### src/logic/rap_pkg.sv
// Shared constants of the ring alarm serial port
// How it works
// - Send one 40-bit alarm word each frame.
// - Most significant bit first, bit 39 leads.
// - Channel 1 holds bits 39 down to 16.
// - Channel 2 holds bits 15 down to 8.
// - Channel 3 holds bits 7 down to 0.
// - Path RDI is OR of seven faults, LOS and RX_LOSS_OF_FRAME.
// - Line RDI is LOS or RX_LOSS_OF_FRAME or AIS.
// - APS flag after three identical new frames.
// - K1K2 field is the debounced value.
// - FAR_END_BLOCK_ERROR_COUNT field is B3 counter low nibble.
// - Output data changes on falling clock edge.
// - Frame output marks the bit 39 time.
// - Input data and frame taken on rising edges.
// - No loss-of-clock check on input clock.
// - Received word drives the mate outputs, mate register and the mate word and mate change status bits only.
package rap_pkg;
  // ---------------------------------------------------------------
  // Word layout
  // ---------------------------------------------------------------
  localparam int WORD_W = 40;
  localparam int CH_N = 3;
  localparam int FAR_END_BLOCK_ERROR_COUNT_W = 4;
  localparam int K1K2_W = 16;
  localparam int FAULT_N = 7;
  localparam int P_CH1_PRDI = 39;
  localparam int P_CH1_LRDI = 38;
  localparam int P_CH1_APS = 37;
  localparam int P_K1K2_LSB = 21;
  localparam int P_CH1_FAR_END_BLOCK_ERROR_COUNT_LSB = 17;
  localparam int P_CH2_BASE = 8;
  localparam int P_CH3_BASE = 0;
  // Offsets inside the 8-bit slot of channels 2 and 3
  localparam int P_SLOT_PRDI = 7;
  localparam int P_SLOT_LRDI = 6;
  localparam int P_SLOT_APS = 5;
  localparam int DEB_FRAMES = 3;
  // ---------------------------------------------------------------
  // Timing
  // ---------------------------------------------------------------
  localparam int CORE_CLK_KHZ = 250000;
  localparam int OUT_CLK_KHZ = 5184;
  localparam int FRAME_US = 125;
  // Longest half period, rounded down
  localparam int OUT_HALF_CYCLES = CORE_CLK_KHZ / (2 * OUT_CLK_KHZ);
  localparam int FRAME_BITS = OUT_CLK_KHZ * FRAME_US / 1000;
  // ---------------------------------------------------------------
  // Registers
  // ---------------------------------------------------------------
  localparam logic [4:0] ADDR_CTRL = 5'h00;
  localparam logic [4:0] ADDR_STATUS = 5'h04;
  localparam logic [4:0] ADDR_MASK = 5'h08;
  localparam logic [4:0] ADDR_LOCAL = 5'h0c;
  localparam logic [4:0] ADDR_MATE = 5'h10;
  localparam int CTRL_EN_BIT = 0;
  localparam logic CTRL_EN_RST = 1'b1;
  localparam int ST_W = 3;
  localparam int ST_MATE_WORD = 0;
  localparam int ST_APS = 1;
  localparam int ST_MATE_CHG = 2;
  localparam logic [ST_W-1:0] STATUS_RST = 3'h0;
  localparam logic [ST_W-1:0] MASK_RST = 3'h0;
  localparam int RD_RDI_LSB = 16;
  localparam int RD_LRDI_BIT = 19;
  localparam int RD_APS_BIT = 20;
  // Pin order in the input synchroniser
  localparam int PIN_CLK = 0;
  localparam int PIN_DATA = 1;
  localparam int PIN_FRAME = 2;

  typedef enum logic {
    RAP_RX_HUNT = 1'b0,
    RAP_RX_SHIFT = 1'b1
  } rap_rx_state_e;

  function automatic logic [7:0] rap_slot(
    input logic prdi,
    input logic lrdi,
    input logic aps,
    input logic [FAR_END_BLOCK_ERROR_COUNT_W-1:0] far_end_block_error_count
  );
    rap_slot = {prdi, lrdi, aps, 1'b0, far_end_block_error_count};
  endfunction
endpackage

### src/logic/rap_word_if.sv
// Carrier for a captured mate alarm word
`timescale 1ns/1ps
interface rap_word_if;
  logic [rap_pkg::WORD_W-1:0] word;
  logic valid;
  modport rx (output word, output valid);
  modport core (input word, input valid);
endinterface

### src/logic/rap_k1k2_debounce.sv
// Three-frame debouncer for the received K1K2 bytes
`timescale 1ns/1ps
module rap_k1k2_debounce (
  input wire logic core_clk, // Core clock
  input wire logic arst_n, // Async reset
  input wire logic frame_tick, // One pulse per frame
  input wire logic [rap_pkg::K1K2_W-1:0] k1k2_raw, // Bytes this frame
  output logic [rap_pkg::K1K2_W-1:0] k1k2_stable, // Debounced value
  output logic changed // Pulse on new value
);
  logic [rap_pkg::K1K2_W-1:0] last_q, last_d;
  logic [rap_pkg::K1K2_W-1:0] stable_q, stable_d;
  logic [1:0] cnt_q, cnt_d;
  logic chg_q, chg_d;

  always_comb begin
    last_d = last_q;
    stable_d = stable_q;
    cnt_d = cnt_q;
    chg_d = 1'b0;
    if (frame_tick) begin
      last_d = k1k2_raw;
      if (k1k2_raw != last_q) begin
        cnt_d = 2'h1;
      end else if (cnt_q != 2'(rap_pkg::DEB_FRAMES)) begin
        cnt_d = cnt_q + 2'h1;
      end
      // Accept only after three identical frames
      if (cnt_d == 2'(rap_pkg::DEB_FRAMES) && k1k2_raw != stable_q) begin
        stable_d = k1k2_raw;
        chg_d = 1'b1;
      end
    end
  end

  always_ff @(posedge core_clk or negedge arst_n) begin
    if (!arst_n) begin
      last_q <= '0;
      stable_q <= '0;
      cnt_q <= '0;
      chg_q <= 1'b0;
    end else begin
      last_q <= last_d;
      stable_q <= stable_d;
      cnt_q <= cnt_d;
      chg_q <= chg_d;
    end
  end

  assign k1k2_stable = stable_q;
  assign changed = chg_q;
endmodule

### src/logic/rap_alarm_rx.sv
// Deserialiser for the mate alarm word
`timescale 1ns/1ps
module rap_alarm_rx (
  input wire logic core_clk, // Core clock
  input wire logic arst_n, // Async reset
  input wire logic bit_en, // Rising edge of mate clock seen
  input wire logic bit_data, // Filtered serial data
  input wire logic bit_frame, // Filtered frame pulse
  rap_word_if.rx out // Captured word
);
  localparam int CNT_W = $clog2(rap_pkg::WORD_W);
  rap_pkg::rap_rx_state_e st_q, st_d;
  logic [CNT_W-1:0] cnt_q, cnt_d;
  logic [rap_pkg::WORD_W-1:0] sh_q, sh_d;
  logic [rap_pkg::WORD_W-1:0] hold_q, hold_d;
  logic vld_q, vld_d;

  always_comb begin
    st_d = st_q;
    cnt_d = cnt_q;
    sh_d = sh_q;
    hold_d = hold_q;
    vld_d = 1'b0;
    if (bit_en) begin
      sh_d = {sh_q[rap_pkg::WORD_W-2:0], bit_data};
      if (bit_frame) begin
        st_d = rap_pkg::RAP_RX_SHIFT;
        cnt_d = CNT_W'(rap_pkg::WORD_W - 2);
      end else begin
        unique case (st_q)
          rap_pkg::RAP_RX_HUNT: begin
            st_d = rap_pkg::RAP_RX_HUNT;
          end
          rap_pkg::RAP_RX_SHIFT: begin
            if (cnt_q == '0) begin
              hold_d = sh_d;
              vld_d = 1'b1;
              st_d = rap_pkg::RAP_RX_HUNT;
            end else begin
              cnt_d = cnt_q - 1'b1;
            end
          end
        endcase
      end
    end
  end

  always_ff @(posedge core_clk or negedge arst_n) begin
    if (!arst_n) begin
      st_q <= rap_pkg::RAP_RX_HUNT;
      cnt_q <= '0;
      sh_q <= '0;
      hold_q <= '0;
      vld_q <= 1'b0;
    end else begin
      st_q <= st_d;
      cnt_q <= cnt_d;
      sh_q <= sh_d;
      hold_q <= hold_d;
      vld_q <= vld_d;
    end
  end

  assign out.word = hold_q;
  assign out.valid = vld_q;
endmodule

### src/logic/rap_alarm_port.sv
// Ring alarm serial port: word build, shift out, mate receive
`timescale 1ns/1ps
module rap_alarm_port #(
  parameter int B3_CNT_W = 16, // Width of each B3 error counter
  parameter int HALF_CYCLES = rap_pkg::OUT_HALF_CYCLES, // Half period
  parameter int FRAME_BITS = rap_pkg::FRAME_BITS // Bit slots per frame
) (
  input wire logic core_clk, // Core clock, 250 MHz
  input wire logic arst_n, // Async reset
  input wire logic rx_frame_tick, // One pulse per received frame
  input wire logic [rap_pkg::K1K2_W-1:0] rx_k1k2, // Raw K1K2 this frame
  input wire logic [3*rap_pkg::FAULT_N-1:0] path_fault, // 7 per channel
  input wire logic rx_loss_of_signal, // Receive LOS
  input wire logic rx_loss_of_frame, // Receive RX_LOSS_OF_FRAME
  input wire logic rx_line_ais, // Line AIS detected
  input wire logic [3*B3_CNT_W-1:0] b3_error_count, // B3 counters
  output logic alarm_out_serial_data, // Serial alarm word out
  output logic rx_overhead_serial_clock, // Serial clock out
  output logic rx_overhead_frame, // High during bit 39
  input wire logic alarm_in_clock, // Mate gapped clock
  input wire logic alarm_in_serial_data, // Mate serial data
  input wire logic alarm_in_frame, // Mate frame pulse
  output logic [2:0] mate_path_rdi, // Mate path RDI per channel
  output logic [2:0] mate_line_rdi, // Mate line RDI per channel
  output logic [2:0] mate_aps_changed, // Mate APS flag per channel
  output logic [rap_pkg::K1K2_W-1:0] mate_k1k2, // Mate K1K2
  output logic [3*rap_pkg::FAR_END_BLOCK_ERROR_COUNT_W-1:0] mate_far_end_block_error_count, // Mate FAR_END_BLOCK_ERROR_COUNT counts
  output logic mate_word_valid, // Pulse on fresh mate word
  input wire logic [4:0] reg_addr, // Register byte address
  input wire logic [31:0] reg_wdata, // Write data
  input wire logic reg_wr, // Write strobe
  input wire logic reg_rd, // Read strobe
  output logic [31:0] reg_rdata, // Read data, next cycle
  output logic irq // Level interrupt
);
  localparam int DIV_W = $clog2(HALF_CYCLES + 1);
  localparam int IDX_W = $clog2(FRAME_BITS);
  localparam int FW = rap_pkg::FAR_END_BLOCK_ERROR_COUNT_W;

  // ---------------------------------------------------------------
  // Local alarm word
  // ---------------------------------------------------------------
  logic [rap_pkg::K1K2_W-1:0] k1k2_stable;
  logic aps_chg;
  logic [2:0] prdi;
  logic lrdi;
  logic [FW-1:0] far_end_block_error_count [3];
  logic aps_pend_q, aps_pend_d;
  logic [rap_pkg::WORD_W-1:0] local_word;

  rap_k1k2_debounce u_deb (
    .core_clk(core_clk),
    .arst_n(arst_n),
    .frame_tick(rx_frame_tick),
    .k1k2_raw(rx_k1k2),
    .k1k2_stable(k1k2_stable),
    .changed(aps_chg)
  );

  always_comb begin
    lrdi = rx_loss_of_signal | rx_loss_of_frame | rx_line_ais;
    for (int c = 0; c < 3; c++) begin
      // LOS and RX_LOSS_OF_FRAME are among the seven, ORed in for safety
      prdi[c] = (|path_fault[c*rap_pkg::FAULT_N +: rap_pkg::FAULT_N])
        | rx_loss_of_signal | rx_loss_of_frame;
      far_end_block_error_count[c] = b3_error_count[c*B3_CNT_W +: FW];
    end
  end

  // Channel 1 wide slot, then the two narrow slots
  always_comb begin
    local_word = '0;
    local_word[rap_pkg::P_CH1_PRDI] = prdi[0];
    local_word[rap_pkg::P_CH1_LRDI] = lrdi;
    local_word[rap_pkg::P_CH1_APS] = aps_pend_q | aps_chg;
    local_word[rap_pkg::P_K1K2_LSB +: rap_pkg::K1K2_W] = k1k2_stable;
    local_word[rap_pkg::P_CH1_FAR_END_BLOCK_ERROR_COUNT_LSB +: FW] = far_end_block_error_count[0];
    local_word[rap_pkg::P_CH2_BASE +: 8] =
      rap_pkg::rap_slot(prdi[1], lrdi, aps_pend_q | aps_chg, far_end_block_error_count[1]);
    local_word[rap_pkg::P_CH3_BASE +: 8] =
      rap_pkg::rap_slot(prdi[2], lrdi, aps_pend_q | aps_chg, far_end_block_error_count[2]);
  end

  // ---------------------------------------------------------------
  // Serial output
  // ---------------------------------------------------------------
  logic [DIV_W-1:0] div_q, div_d;
  logic sclk_q, sclk_d;
  logic [IDX_W-1:0] idx_q, idx_d;
  logic sdata_q, sdata_d;
  logic sframe_q, sframe_d;
  logic [rap_pkg::WORD_W-1:0] word_q, word_d;
  logic ctrl_en_q, ctrl_en_d;

  always_comb begin
    div_d = div_q + 1'b1;
    sclk_d = sclk_q;
    idx_d = idx_q;
    sdata_d = sdata_q;
    sframe_d = sframe_q;
    word_d = word_q;
    aps_pend_d = aps_pend_q | aps_chg;
    if (div_q == DIV_W'(HALF_CYCLES - 1)) begin
      div_d = '0;
      sclk_d = ~sclk_q;
      if (sclk_q) begin
        if (idx_q == IDX_W'(FRAME_BITS - 1)) begin
          idx_d = '0;
        end else begin
          idx_d = idx_q + 1'b1;
        end
        if (idx_d == '0) begin
          word_d = local_word;
          // Snapshot already carries this cycle's change
          aps_pend_d = 1'b0;
        end
        if (int'(idx_d) < rap_pkg::WORD_W) begin
          sdata_d = ctrl_en_q
            & word_d[rap_pkg::WORD_W - 1 - int'(idx_d)];
        end else begin
          sdata_d = 1'b0;
        end
        sframe_d = ctrl_en_q & (idx_d == '0);
      end
    end
  end

  always_ff @(posedge core_clk or negedge arst_n) begin
    if (!arst_n) begin
      div_q <= '0;
      sclk_q <= 1'b0;
      idx_q <= IDX_W'(FRAME_BITS - 1);
      sdata_q <= 1'b0;
      sframe_q <= 1'b0;
      word_q <= '0;
      aps_pend_q <= 1'b0;
    end else begin
      div_q <= div_d;
      sclk_q <= sclk_d;
      idx_q <= idx_d;
      sdata_q <= sdata_d;
      sframe_q <= sframe_d;
      word_q <= word_d;
      aps_pend_q <= aps_pend_d;
    end
  end

  // ---------------------------------------------------------------
  // Mate input synchroniser and edge finder
  // ---------------------------------------------------------------
  // The mate clock is gapped, so a silent clock is normal and raises
  // no alarm: there is no watchdog on it.
  logic [2:0] s1_q, s2_q, s3_q;
  logic [2:0] filt_q, filt_d;
  logic bit_en;

  always_comb begin
    filt_d = filt_q;
    for (int p = 0; p < 3; p++) begin
      if (s2_q[p] == s3_q[p]) begin
        filt_d[p] = s3_q[p];
      end
    end
    // 80 ns mate period leaves many core cycles per half bit
    bit_en = ~filt_q[rap_pkg::PIN_CLK] & filt_d[rap_pkg::PIN_CLK];
  end

  always_ff @(posedge core_clk or negedge arst_n) begin
    if (!arst_n) begin
      s1_q <= '0;
      s2_q <= '0;
      s3_q <= '0;
      filt_q <= '0;
    end else begin
      s1_q <= {alarm_in_frame, alarm_in_serial_data, alarm_in_clock};
      s2_q <= s1_q;
      s3_q <= s2_q;
      filt_q <= filt_d;
    end
  end

  rap_word_if mate_if ();

  rap_alarm_rx u_rx (
    .core_clk(core_clk),
    .arst_n(arst_n),
    .bit_en(bit_en),
    .bit_data(filt_q[rap_pkg::PIN_DATA]),
    .bit_frame(filt_q[rap_pkg::PIN_FRAME]),
    .out(mate_if.rx)
  );

  // ---------------------------------------------------------------
  // Mate word hold and decode to the mate outputs
  // ---------------------------------------------------------------
  logic [rap_pkg::WORD_W-1:0] mate_q, mate_d;
  logic mvld_q, mvld_d;
  logic mate_chg;

  always_comb begin
    mate_d = mate_q;
    mvld_d = 1'b0;
    mate_chg = 1'b0;
    if (mate_if.valid) begin
      mate_d = mate_if.word;
      mvld_d = 1'b1;
      mate_chg = mate_if.word != mate_q;
    end
  end

  always_ff @(posedge core_clk or negedge arst_n) begin
    if (!arst_n) begin
      mate_q <= '0;
      mvld_q <= 1'b0;
    end else begin
      mate_q <= mate_d;
      mvld_q <= mvld_d;
    end
  end

  assign mate_path_rdi = {mate_q[rap_pkg::P_CH3_BASE + rap_pkg::P_SLOT_PRDI],
    mate_q[rap_pkg::P_CH2_BASE + rap_pkg::P_SLOT_PRDI],
    mate_q[rap_pkg::P_CH1_PRDI]};
  assign mate_line_rdi = {mate_q[rap_pkg::P_CH3_BASE + rap_pkg::P_SLOT_LRDI],
    mate_q[rap_pkg::P_CH2_BASE + rap_pkg::P_SLOT_LRDI],
    mate_q[rap_pkg::P_CH1_LRDI]};
  assign mate_aps_changed = {
    mate_q[rap_pkg::P_CH3_BASE + rap_pkg::P_SLOT_APS],
    mate_q[rap_pkg::P_CH2_BASE + rap_pkg::P_SLOT_APS],
    mate_q[rap_pkg::P_CH1_APS]};
  assign mate_k1k2 = mate_q[rap_pkg::P_K1K2_LSB +: rap_pkg::K1K2_W];
  assign mate_far_end_block_error_count = {mate_q[rap_pkg::P_CH3_BASE +: FW],
    mate_q[rap_pkg::P_CH2_BASE +: FW],
    mate_q[rap_pkg::P_CH1_FAR_END_BLOCK_ERROR_COUNT_LSB +: FW]};
  assign mate_word_valid = mvld_q;

  // ---------------------------------------------------------------
  // Register port and interrupt
  // ---------------------------------------------------------------
  logic [rap_pkg::ST_W-1:0] status_q, status_d;
  logic [rap_pkg::ST_W-1:0] mask_q, mask_d;
  logic [rap_pkg::ST_W-1:0] events;
  logic [31:0] rdata_q, rdata_d;
  logic irq_q, irq_d;

  always_comb begin
    events = '0;
    events[rap_pkg::ST_MATE_WORD] = mvld_d;
    events[rap_pkg::ST_APS] = aps_chg;
    events[rap_pkg::ST_MATE_CHG] = mate_chg;
    ctrl_en_d = ctrl_en_q;
    status_d = status_q;
    mask_d = mask_q;
    rdata_d = '0;
    if (reg_wr) begin
      unique case (reg_addr)
        rap_pkg::ADDR_CTRL: ctrl_en_d = reg_wdata[rap_pkg::CTRL_EN_BIT];
        rap_pkg::ADDR_STATUS: status_d = status_q
          & ~reg_wdata[rap_pkg::ST_W-1:0];
        rap_pkg::ADDR_MASK: mask_d = reg_wdata[rap_pkg::ST_W-1:0];
        default: ;
      endcase
    end
    // New events beat a clear in the same cycle
    status_d = status_d | events;
    if (reg_rd) begin
      unique case (reg_addr)
        rap_pkg::ADDR_CTRL: rdata_d[rap_pkg::CTRL_EN_BIT] = ctrl_en_q;
        rap_pkg::ADDR_STATUS: rdata_d[rap_pkg::ST_W-1:0] = status_q;
        rap_pkg::ADDR_MASK: rdata_d[rap_pkg::ST_W-1:0] = mask_q;
        rap_pkg::ADDR_LOCAL: begin
          rdata_d[rap_pkg::K1K2_W-1:0] = k1k2_stable;
          rdata_d[rap_pkg::RD_RDI_LSB +: 3] = prdi;
          rdata_d[rap_pkg::RD_LRDI_BIT] = lrdi;
          rdata_d[rap_pkg::RD_APS_BIT] = aps_pend_q;
        end
        rap_pkg::ADDR_MATE: begin
          rdata_d[rap_pkg::K1K2_W-1:0] = mate_k1k2;
          rdata_d[rap_pkg::RD_RDI_LSB +: 3] = mate_path_rdi;
          rdata_d[rap_pkg::RD_LRDI_BIT] = mate_line_rdi[0];
          rdata_d[rap_pkg::RD_APS_BIT] = mate_aps_changed[0];
        end
        default: rdata_d = '0;
      endcase
    end
    irq_d = |(status_q & mask_q);
  end

  always_ff @(posedge core_clk or negedge arst_n) begin
    if (!arst_n) begin
      ctrl_en_q <= rap_pkg::CTRL_EN_RST;
      status_q <= rap_pkg::STATUS_RST;
      mask_q <= rap_pkg::MASK_RST;
      rdata_q <= '0;
      irq_q <= 1'b0;
    end else begin
      ctrl_en_q <= ctrl_en_d;
      status_q <= status_d;
      mask_q <= mask_d;
      rdata_q <= rdata_d;
      irq_q <= irq_d;
    end
  end

  assign alarm_out_serial_data = sdata_q;
  assign rx_overhead_serial_clock = sclk_q;
  assign rx_overhead_frame = sframe_q;
  assign reg_rdata = rdata_q;
  assign irq = irq_q;
endmodule

### config.mk
export PLATFORM = sky130hd
export DESIGN_NAME = rap_alarm_port
export DESIGN_NICKNAME = d
export VERILOG_FILES = /design/src/logic/rap_pkg.sv /design/src/logic/rap_word_if.sv /design/src/logic/rap_k1k2_debounce.sv /design/src/logic/rap_alarm_rx.sv /design/src/logic/rap_alarm_port.sv
export SDC_FILE = /design/constraint.sdc
export NUM_CORES = 1
export LEC_CHECK = 0
export ABC_AREA = 1
export BUFFER_PORTS_ARGS = -buffer_cell sky130_fd_sc_hd__buf_2
export CORE_MARGIN = 2
export CORE_UTILIZATION = 35
export CTS_CLUSTER_DIAMETER = 60
export DETAILED_ROUTE_END_ITERATION = 12
export HOLD_SLACK_MARGIN = 0.15
export PLACE_DENSITY_LB_ADDON = 0.12
export SKIP_LAST_GASP = 1
export SLEW_MARGIN = 10
export SYNTH_ARGS = -nofsm -noshare
export SYNTH_HDL_FRONTEND = slang
export SYNTH_SLANG_ARGS = --single-unit
### constraint.sdc
create_clock -name core_clk -period 3.1 [get_ports core_clk]
set_input_delay 0.62 -clock core_clk [delete_from_list [all_inputs] [get_ports core_clk]]
set_output_delay 0.62 -clock core_clk [all_outputs]
set_load 0.01 [all_outputs]
==> metrics.txt, run 1 <==
clock buffer depth=3; worst reg-to-reg setup slack=around 0.32 ns; minimum clock period=around 2.8 ns; Via-to-Cell Ratio=4.64; global-route wire length before repair=around 50000 um; WP data required=about 3.6 ns; fin crit share=0.897; R2R cell count=18; clk root buf=clkbuf_16; RR Startpoint=idx_q[1]; Hold Startpoint=reg_wr; Routed WL=between 30000 and 40000 um; Util after Layout=0.413; R2R Path End=alarm_out_serial_data; CP Launch Point=idx_q[1]; CTS sink count=263; register bit total from synthesis=about 260; Mapped Cells=1469; slew of the pin with the lowest slew margin=between 0.8 and 0.9 ns; worst hold stages=2; First-pass DRT Iterations=5; vias in the first global route=9079; TritonCTS clock tree=done; Synth-to-Final Area Change=15.8%; Post-DRT Antenna Nets=0; post-CTS sizing=0; DP HPWL=between 20000 and 25000 um; Max Cap Viol=0; hold endpoint=ctrl_en_q; Antenna Cells=0; Die Y=about 190 um; Mapped Avg Cell Area=~8.4 um^2; Final Max Slew Viols=0; H-tree Lvls=1; CTS Buf Count=30; core area=around 0.035 mm^2; Synth warnings=0; DRT iter0 DRCs=~600; Initial Utilization=0.357; Fin Clk Skew=roughly 0.0071 ns; startpoint types=register; Post-Syn Area=between 0.01 and 0.015 mm^2; GR Util All Layers=0.172; Die Area=between 0.03 and 0.04 mm^2; Wirelength per Cell=around 15 um; setup tns final=0 ns; number of buffers added on ports=between 100 and 150; largest net degree at the start of global routing=75; die width=192 um; worst-skew pair later-pin latency=between 0.5 and 0.6 ns; WP data arrival=3.23 ns; Static Leakage=approximately 7 nW; nets=approximately 1700; Setup violations, final=0; Yosys cell types=between 40 and 50; Setup Buffers After CTS=0; asr flop ratio synth=1.00; Max IR drop VDD=around 0.39 mV; slew margin rel.=0.434; initial antenna violation count=0; Std-Cell Rows=68; number of flops mapped to enable cells by yosys=0; Power Dens Cells=~560 mW/mm^2; Setup crit end kind=register; Max Clock Freq=360 MHz; register area share after synthesis=0.532; grt total ovfl=0; Crit Path Category=register to register; Hold Violations, Final=0; Main synth FF type=dfrtp_1; I/O pin count=~210; CP Max Fanout=44; gpl congestion=0.795; outcome=completed; detailed-route DRC error count=0; share of layout cells above drive strength 1=0.145; CTS clock-pin slew for the worst setup and hold paths=roughly 0.06 ns; unrepaired setup endpoints after global routing=false; Min-Delay Path Class=input pin to register; via count=~9500
==> metrics by stage <==
step	power, mW	cell area [um^2]	hold WS, ns	setup WS [ns]	std cells
finish	8.00	14300	0.262	0.320	2042
global route	8.37	14300	0.244	0.0590	2042
CTS	8.14	14300	0.234	0.292	2042
detailed placement	4.36	13300	0.336	0.311	1983
global placement	4.34	13300	0.336	0.314	1983
floorplan	4.09	12400	0.324	0.843	1479
==> how the worst max path moves through the flow <==
stage               slack [ns]  cells after the start                     to
detailed placement        0.31                     18  alarm_out_serial_data
floorplan                 0.84                     19  alarm_out_serial_data
global placement          0.31                     18  alarm_out_serial_data
finish                    0.32                     18  alarm_out_serial_data
global route              0.06                     18  alarm_out_serial_data
CTS                       0.29                     18  alarm_out_serial_data
==> layout make-up <==
type | count | area (um^2)
clock inverter | 14 | 209
clock buffer | 41 | 832
tap | 455 | 569
timing repair buffer | 156 | 916
inverter | 167 | 632
multi-input combinational | 946 | 4590
fill | 3559 | 20400
sequential | 263 | 6590
==> where the power goes <==
group          switching (mW)  internal, mW  leakage [nW]  total [mW]
Sequential              0.109          3.62          3.45        3.73
Combinational           0.360         0.197          3.16       0.558
Clock                    1.43          2.29         0.512        3.72
Total                    1.90          6.10          7.12        8.00
==> cells by family after synthesis <==
family | synth area share
buffers and inverters | 0.101
other | 0.000303
AOI/OAI and AO/OA | 0.0919
DFF | 0.532
and+or+nand+nor | 0.224
xor gates and xnor gates | 0.0439
adders and majority gates | 0.00748
==> what timing repair did <==
item                                   in CTS  in global routing
hold buffers                                4                  0
endpoints found under the hold margin      60                  0
setup endpoints to repair                   0                  0
==> worst max-delay path, stage by stage (launching register included) <==
cell      delay (ns)
dfstp_2         0.56
ha_1            0.19
nand2_2         0.09
clkinv_4        0.09
nand2_1         0.08
o21ai_1         0.12
nand2_1         0.08
nand2_1         0.08
inv_2           0.11
nand2_4         0.40
inv_2           0.13
o21ai_0         0.17
nand2_1         0.06
nand3_1         0.10
nand3_1         0.09
nand3_1         0.08
a21oi_1         0.06
nand2_1         0.10
nand2_1         0.06
==> cell usage after synthesis (2+ instances only) <==
master | n | area share
o21bai_1 | 3 | 0.0018
nand4_1 | 15 | 0.0076
buf_1 | 2 | 0.00061
o22ai_1 | 4 | 0.0020
nor2_4 | 3 | 0.0027
xor2_1 | 25 | 0.018
o221ai_1 | 3 | 0.0021
nor3_1 | 7 | 0.0028
dfrtp_1 | 257 | 0.52
buf_2 | 11 | 0.0044
nand2_2 | 6 | 0.0030
buf_4 | 49 | 0.030
buf_6 | 4 | 0.0036
o21ai_1 | 8 | 0.0032
nand2_4 | 2 | 0.0018
clkinv_1 | 2 | 0.00061
ha_1 | 5 | 0.0051
nand3_1 | 103 | 0.042
a221oi_1 | 3 | 0.0021
xnor2_1 | 37 | 0.026
maj3_1 | 3 | 0.0024
a21oi_1 | 28 | 0.011
a31oi_1 | 3 | 0.0015
nor2_1 | 46 | 0.014
nand3b_1 | 7 | 0.0042
nor4_1 | 8 | 0.0040
dfstp_2 | 6 | 0.013
inv_2 | 5 | 0.0015
o21ai_0 | 160 | 0.065
clkbuf_1 | 37 | 0.011
inv_1 | 159 | 0.048
nand2_1 | 444 | 0.13
o211ai_1 | 2 | 0.0012
==> per-layer routing <==
layer,wire (um),part of all wire,GRT usage,vias up
li1,-,-,-,4802
met3,1370,0.044,0.0256,54
met1,13700,0.44,0.227,4454
met4,905,0.029,0.0502,0
met2,15200,0.49,0.292,170
met5,0,0,0,-
==> cells in the final DEF, fill, tap and decap left out, types with 3 or more instances in the layout <==
master	n
xor2_1	25
buf_4	18
o22ai_1	4
buf_2	129
ha_1	5
o21bai_1	3
maj3_1	3
buf_12	4
a31oi_1	3
clkbuf_1	7
o21ai_0	160
nand4_1	15
nand2_2	7
dlygate4sd3_1	4
dfstp_2	6
xnor2_1	37
dfrtp_1	257
nand3_1	103
o221ai_1	3
conb_1	11
nand2_1	443
a21oi_1	28
a221oi_1	3
nor4_1	8
inv_2	5
clkbuf_8	4
nand3b_1	7
bufinv_16	5
nor3_1	7
nor2_4	3
inv_1	159
nor2_1	46
o21ai_1	8
clkbuf_16	30
clkinv_2	7
==> sequential cells by signal, indices dropped and copies added (netlist names), 5 cells and up <==
signal             flops
u_deb.last_q          16
u_rx.sh_q             39
u_deb.k1k2_stable     16
u_rx.out.word         40
idx_q                 10
word_q                40
div_q                  5
u_rx.cnt_q             6
reg_rdata             21
mate_q                40
No activity file was read; power rests on OpenSTA's default activity.
==> run 2: changes to the inputs <==
--- a/config.mk
+++ b/config.mk
@@ -6,11 +6,11 @@
 export NUM_CORES = 1
 export LEC_CHECK = 0
 export ABC_AREA = 1
-export BUFFER_PORTS_ARGS = -buffer_cell sky130_fd_sc_hd__buf_2
 export CORE_MARGIN = 2
 export CORE_UTILIZATION = 35
 export CTS_CLUSTER_DIAMETER = 60
 export DETAILED_ROUTE_END_ITERATION = 12
+export DONT_BUFFER_PORTS = 1
 export HOLD_SLACK_MARGIN = 0.15
 export PLACE_DENSITY_LB_ADDON = 0.12
 export SKIP_LAST_GASP = 1
==> constraint.sdc (replaced) <==
create_clock -name core_clk -period 3.1 [get_ports core_clk]
set_input_delay 0.465 -clock core_clk [delete_from_list [all_inputs] [get_ports core_clk]]
set_output_delay 0.465 -clock core_clk [all_outputs]
set_load 0.01 [all_outputs]
==> run 2 against run 1 <==
Against the previous run: via count down 3.2%; die area stayed put; critical endpoint unchanged; worst hold slack got worse by 0.63 ns; clock skew rose by 0.0059 ns; sequential share of layout area is 0.90 points higher; cell count decreased by 4.5%; highest routed layer unchanged; worst setup slack improved by 0.16 ns; the run now ends with negative hold slack left; utilization fell by 0.80 points; first-iteration DRC count rose by 2.5%; combinational power fell by 19%.
==> metrics.txt, run 2 (synthesis gave the netlist of run 1 again) <==
via count=between 9000 and 10000; worst-skew pair later-pin latency=about 0.52 ns; Cell Chain, Critical Path=ha_1, nand2_2, o21ai_0, nand2_2, nand4_4, nor2_8, nand2_4, buf_4, inv_2, o21ai_0, nand2_1, nand3_1, nand3_1, nand3_1, a21oi_1, nand2_1, nand2_1; slew margin rel.=0.481; Power Dens Cells=around 580 mW/mm^2; Hold Violations, Final=260; WHS=-0.366 ns; Final Max Slew Viols=0; met1 WL=14400 um; Max IR drop VDD=between 0.4 and 0.5 mV; Setup violations, final=0; global-route wire length before repair=~52000 um; die width=~190 um; Clk pwr share=0.489; most frequent cells in the layout=nand2_1, dfrtp_1, o21ai_0, inv_1, nand3_1; power consumption=about 8.2 mW; Via-to-Cell Ratio=between 4 and 5; critical path's slowest cell=dfstp_2; Post-DRT Antenna Nets=0; CTS clock-pin slew for the worst setup and hold paths=approximately 0.060 ns; grt total ovfl=0; startpoint types=register; gpl congestion=a little under 0.8; largest net degree at the start of global routing=~260; CP Max Fanout=27; net switching power=between 1.5 and 2 mW; placed insts=1856; clock buffer depth=3; slew of the pin with the lowest slew margin=just under 0.8 ns; nets=1611; Crit Path Category=register to register; outcome=finished with violations; DR WL met2=roughly 15000 um; Flop pwr share=0.456; setup tns final=0 ns; failing checks=negative hold slack; Internal Pwr Total=6.23 mW; CTS hold repair buffers=35; Die Y=~190 um; Std-Cell Rows=a little under 70; TritonCTS clock tree=done; Die Area=0.0369 mm^2; Max Clock Freq=381 MHz; H-tree Lvls=2; share of layout cells above drive strength 1=0.0729; clk root buf=clkbuf_16; Routed WL=32100 um; unrepaired setup endpoints after global routing=false; max incr delay on CP=between 0.5 and 0.6 ns; CTS sink count=roughly 260; GR Util All Layers=0.180; Wirelength per Cell=~16 um; Non-Filler Instances=between 1500 and 2000; I/O pin count=roughly 210; Sw Ratio=0.239; DP HPWL=21400 um; CTS Buf Count=35; Synth-to-Final Area Change=13.5%; uppermost layer routed=met4; core area=roughly 0.035 mm^2; vias in the first global route=slightly above 9000; initial antenna violation count=0; logic gate share of total power=0.055; WP data required=around 3.5 ns; First-pass DRT Iterations=5; Static Leakage=approximately 6.7 nW; Initial Utilization=0.357; Max Cap Viol=0; commonest non-fill, non-tap cell in the layout=nand2_1; Util after Layout=0.405; WP data arrival=between 3 and 4 ns; minimum clock period=roughly 2.6 ns; Min-Delay Path Class=input pin to async pin; Setup crit end kind=register; met3 WL post-DR=approximately 1600 um; number of buffers added on ports=0; Antenna Cells=0; fin crit share=0.846; Fin Clk Skew=0.0130 ns; detailed-route DRC error count=0; DRT iter0 DRCs=between 600 and 700
-- run 2: changes by cell type in the layout (fill, tap and decap cells not counted), sizes merged --
cell	change
buf	-127
bufinv	-3
clkbuf	+6
clkinv	-3
clkinvlp	+1
dlygate4sd3	+31
inv	+4
-- run 2: layout make-up --
class / instances / area, um^2
inverters: 167 / 632
clock inverters: 13 / 150
fillers: 3547 / 20700
flip-flops and latches: 263 / 6590
well taps: 455 / 569
repair buffers: 60 / 538
clock buffers: 47 / 992
multi-input cells: 946 / 4590
-- run 2: worst max-delay path, delay by kind of cell, from the launching register on --
kind            cells  cell delay [ns]
compound gates      3             0.43
fa+ha+maj           1             0.19
buf+inv             2             0.39
flops               1             0.56
simple gates       11             0.91
-- run 2: worst paths after layout --
kind	from	endpoint	slack (ns)	depth (start not counted)
hold reg to reg	s1_q[1]	s2_q[1]	0.35	0
hold / removal	arst_n	u_deb.last_q[2]	-0.37	0
max in group asynchronous	arst_n	u_rx.out.word[7]	2.90	0
setup / recovery	idx_q[1]	alarm_out_serial_data	0.48	17
min in group core_clk	rx_k1k2[13]	u_deb.last_q[13]	0.17	2
setup reg to reg	idx_q[1]	alarm_out_serial_data	0.48	17
-- run 2: metal layers --
layer | GRT usage | vias up
met1 | 0.234 | 4314
met5 | 0 | -
met4 | 0.0520 | 0
met2 | 0.302 | 179
met3 | 0.0369 | 49
li1 | - | 4639
-- run 2: what timing repair did --
action,4_1_cts,5_1_grt
gates resized for setup,0,0
endpoints found under the hold margin,310,263
buffers inserted,0,0
-- run 2: stage by stage --
step                setup WS [ns]  instance area (um^2)
floorplan                   0.843                 12400
global placement            0.485                 12600
detailed placement          0.449                 12600
CTS                         0.441                 14100
global route                0.112                 14100
finish                      0.479                 14100
-- run 2: power by group through the flow --
stage / Combinational, mW / Sequential, mW / Clock, mW
after floorplan: 0.333 / 3.76 / 0
after global placement: 0.402 / 3.79 / 0
after detailed placement: 0.412 / 3.79 / 0
after CTS: 0.459 / 3.73 / 4.13
after global routing: 0.528 / 3.75 / 4.28
final: 0.451 / 3.73 / 4.00
==> run 3: changes to the inputs <==
==> constraint.sdc (replaced) <==
create_clock -name core_clk -period 2.7 [get_ports core_clk]
set_input_delay 0.405 -clock core_clk [delete_from_list [all_inputs] [get_ports core_clk]]
set_output_delay 0.405 -clock core_clk [all_outputs]
set_load 0.01 [all_outputs]
==> run 3 against run 2 <==
Against the previous run: the run still ends with negative hold slack left; register-to-register slack got worse by 0.33 ns; combinational power rose by 16%; flip-flop and latch count stayed put; via count grew 0.46%; critical endpoint unchanged.
==> metrics.txt, run 3 (synthesis gave the netlist of run 1 again) <==
Final Max Slew Viols=0; detailed-route DRC error count=0; Power Dens Cells=between 600 and 700 mW/mm^2; Setup WS post-layout=0.152 ns; die width=192 um; Cell Chain, Critical Path=buf_4, inv_1, nor2_4, nand2_1, o21bai_1, nand3_1, nand2_1, inv_2, nand2_4, buf_12, nand2_1, nand3_1, nand3_1, nand3_1, nand3_1, nand3_1, nand3_1, nand2_1, nand2_1; grt total ovfl=0; I/O pin count=~210; Routed WL=31900 um; outcome=finished with violations; failing checks=negative hold slack; CP Max Fanout=33; gpl congestion=between 0.8 and 0.9; CTS Buf Count=34; multi-input logic area=0.00460 mm^2; First-pass DRT Iterations=4; GR Util All Layers=0.175; nets=approximately 1600; Worst path most repeated cell=nand3_1; critical path's slowest cell=dfstp_2; fin crit share=0.944; unrepaired setup endpoints after global routing=true; largest net degree at the start of global routing=around 260; cell family with most CP delay=simple AND/OR/NAND/NOR gates; # fillers=approximately 3500; vias in the first global route=between 9000 and 10000; Antenna Cells=0; minimum clock period=~2.5 ns; number of buffers added on ports=0; slew of the pin with the lowest slew margin=about 1.1 ns; CTS clock-pin slew for the worst setup and hold paths=about 0.050 ns; Crit Path Category=register to register; DRT iter0 DRCs=499; slew margin rel.=0.252; Setup violations, final=0; Fin Clk Skew=0.0126 ns; core area=~0.035 mm^2; share of layout cells above drive strength 1=0.0822; TritonCTS clock tree=done; Die Area=about 0.037 mm^2; Buf/Inv on CP=4; commonest non-fill, non-tap cell in the layout=nand2_1; Die Y=192 um; WHS=-0.398 ns; FF/Latch Area=0.00659 mm^2; Via-to-Cell Ratio=roughly 4.7; DP HPWL=between 20000 and 25000 um; initial antenna violation count=2; Wirelength per Cell=approximately 16 um; max incr delay on CP=approximately 0.55 ns; WP data required=between 3 and 4 ns; WP data arrival=just under 3 ns; Initial Utilization=0.357; startpoint types=register; Setup crit end kind=register; Min-Delay Path Class=input pin to async pin; most frequent cells in the layout=nand2_1, dfrtp_1, o21ai_0, inv_1, nand3_1; Hold Violations, Final=about 260; clock buffer depth=3; H-tree Lvls=2; global-route wire length before repair=between 50000 and 60000 um; Setup WS pre-CTS=0.146 ns; Synth-to-Final Area Change=15.1%; Max Clock Freq=~390 MHz; placed insts=between 1500 and 2000; via count=roughly 9200; Max Cap Viol=0; Static Leakage=between 6 and 7 nW; post-placement cell area=0.0127 mm^2; Max IR drop VDD=about 0.4 mV; post-route cell area=between 0.01 and 0.015 mm^2; Post-DRT Antenna Nets=0; Non-Filler Instances=roughly 2000; CTS hold repair buffers=38; Std-Cell Rows=68; clk root buf=clkbuf_16; worst-skew pair later-pin latency=0.50 ns; CTS sink count=approximately 260
==> run 3: cell count changes in the layout (fill, tap and decap cells not counted), sizes merged <==
cell         before  now
buf              25   35
bufinv            2    1
clkbuf           47   53
clkinvlp          2    0
dlygate4sd3      35   38
inv             168  165
==> run 3: final cells by class <==
type	instances	share of cell area
flip-flops and latches	263	0.462
multi-input cells	946	0.323
clock buffers	52	0.0743
repair buffers	74	0.0513
inverters	167	0.0443
well taps	455	0.0399
clock inverters	7	0.00527
==> run 3: timing repair <==
item                                   CTS  global route
buffers inserted                         0             3
resized for setup                        0             4
setup endpoints to repair                0            13
endpoints found under the hold margin  318           263
==> run 3: worst reg2reg max path, cell delays in order, from the launching register on <==
cell and delay [ns]:
dfstp_2 0.55, buf_4 0.11, inv_1 0.06, nor2_4 0.17, nand2_1 0.09, o21bai_1 0.12
nand3_1 0.09, nand2_1 0.09, inv_2 0.07, nand2_4 0.09, buf_12 0.18, nand2_1 0.09
nand3_1 0.11, nand3_1 0.09, nand3_1 0.10, nand3_1 0.08, nand3_1 0.10, nand3_1 0.08
nand2_1 0.09, nand2_1 0.06
==> run 3: final timing paths <==
check | start | end | slack [ns] | depth (start not counted)
worst min register to register | s1_q[2] | s2_q[2] | 0.34 | 0
max in group asynchronous | arst_n | word_q[12] | 2.17 | 0
worst min-delay path | arst_n | u_deb.cnt_q[1] | -0.40 | 0
worst max register to register | idx_q[0] | alarm_out_serial_data | 0.15 | 19
min in group core_clk | reg_wr | status_q[0] | 0.17 | 3
worst max-delay path | idx_q[0] | alarm_out_serial_data | 0.15 | 19
==> run 3: through the flow <==
| stage | power, mW | setup TNS, ns | utilization |
|---|---|---|---|
| after floorplan | 4.70 | 0 | - |
| after global placement | 4.81 | 0 | 0.365 |
| after detailed placement | 4.83 | 0 | 0.365 |
| after CTS | 9.46 | 0 | 0.409 |
| after global routing | 9.75 | -0.0440 | 0.411 |
| final | 9.31 | 0 | 0.411 |
==> run 3: report_power, final <==
group	internal (mW)	leakage [nW]	switching (mW)
combinational	0.214	2.76	0.309
sequential	4.15	3.45	0.131
clock	2.80	0.562	1.71
==> run 3: per-layer routing <==
| layer | vias to the layer above | GRT usage | routed length (um) | share of wire |
|---|---|---|---|---|
| met2 | 160 | 0.294 | 15300 | 0.48 |
| met5 | - | 0 | 27 | 0.00085 |
| met3 | 55 | 0.0351 | 1470 | 0.046 |
| met4 | 4 | 0.0611 | 958 | 0.030 |
| li1 | 4651 | - | - | - |
| met1 | 4353 | 0.226 | 14200 | 0.44 |
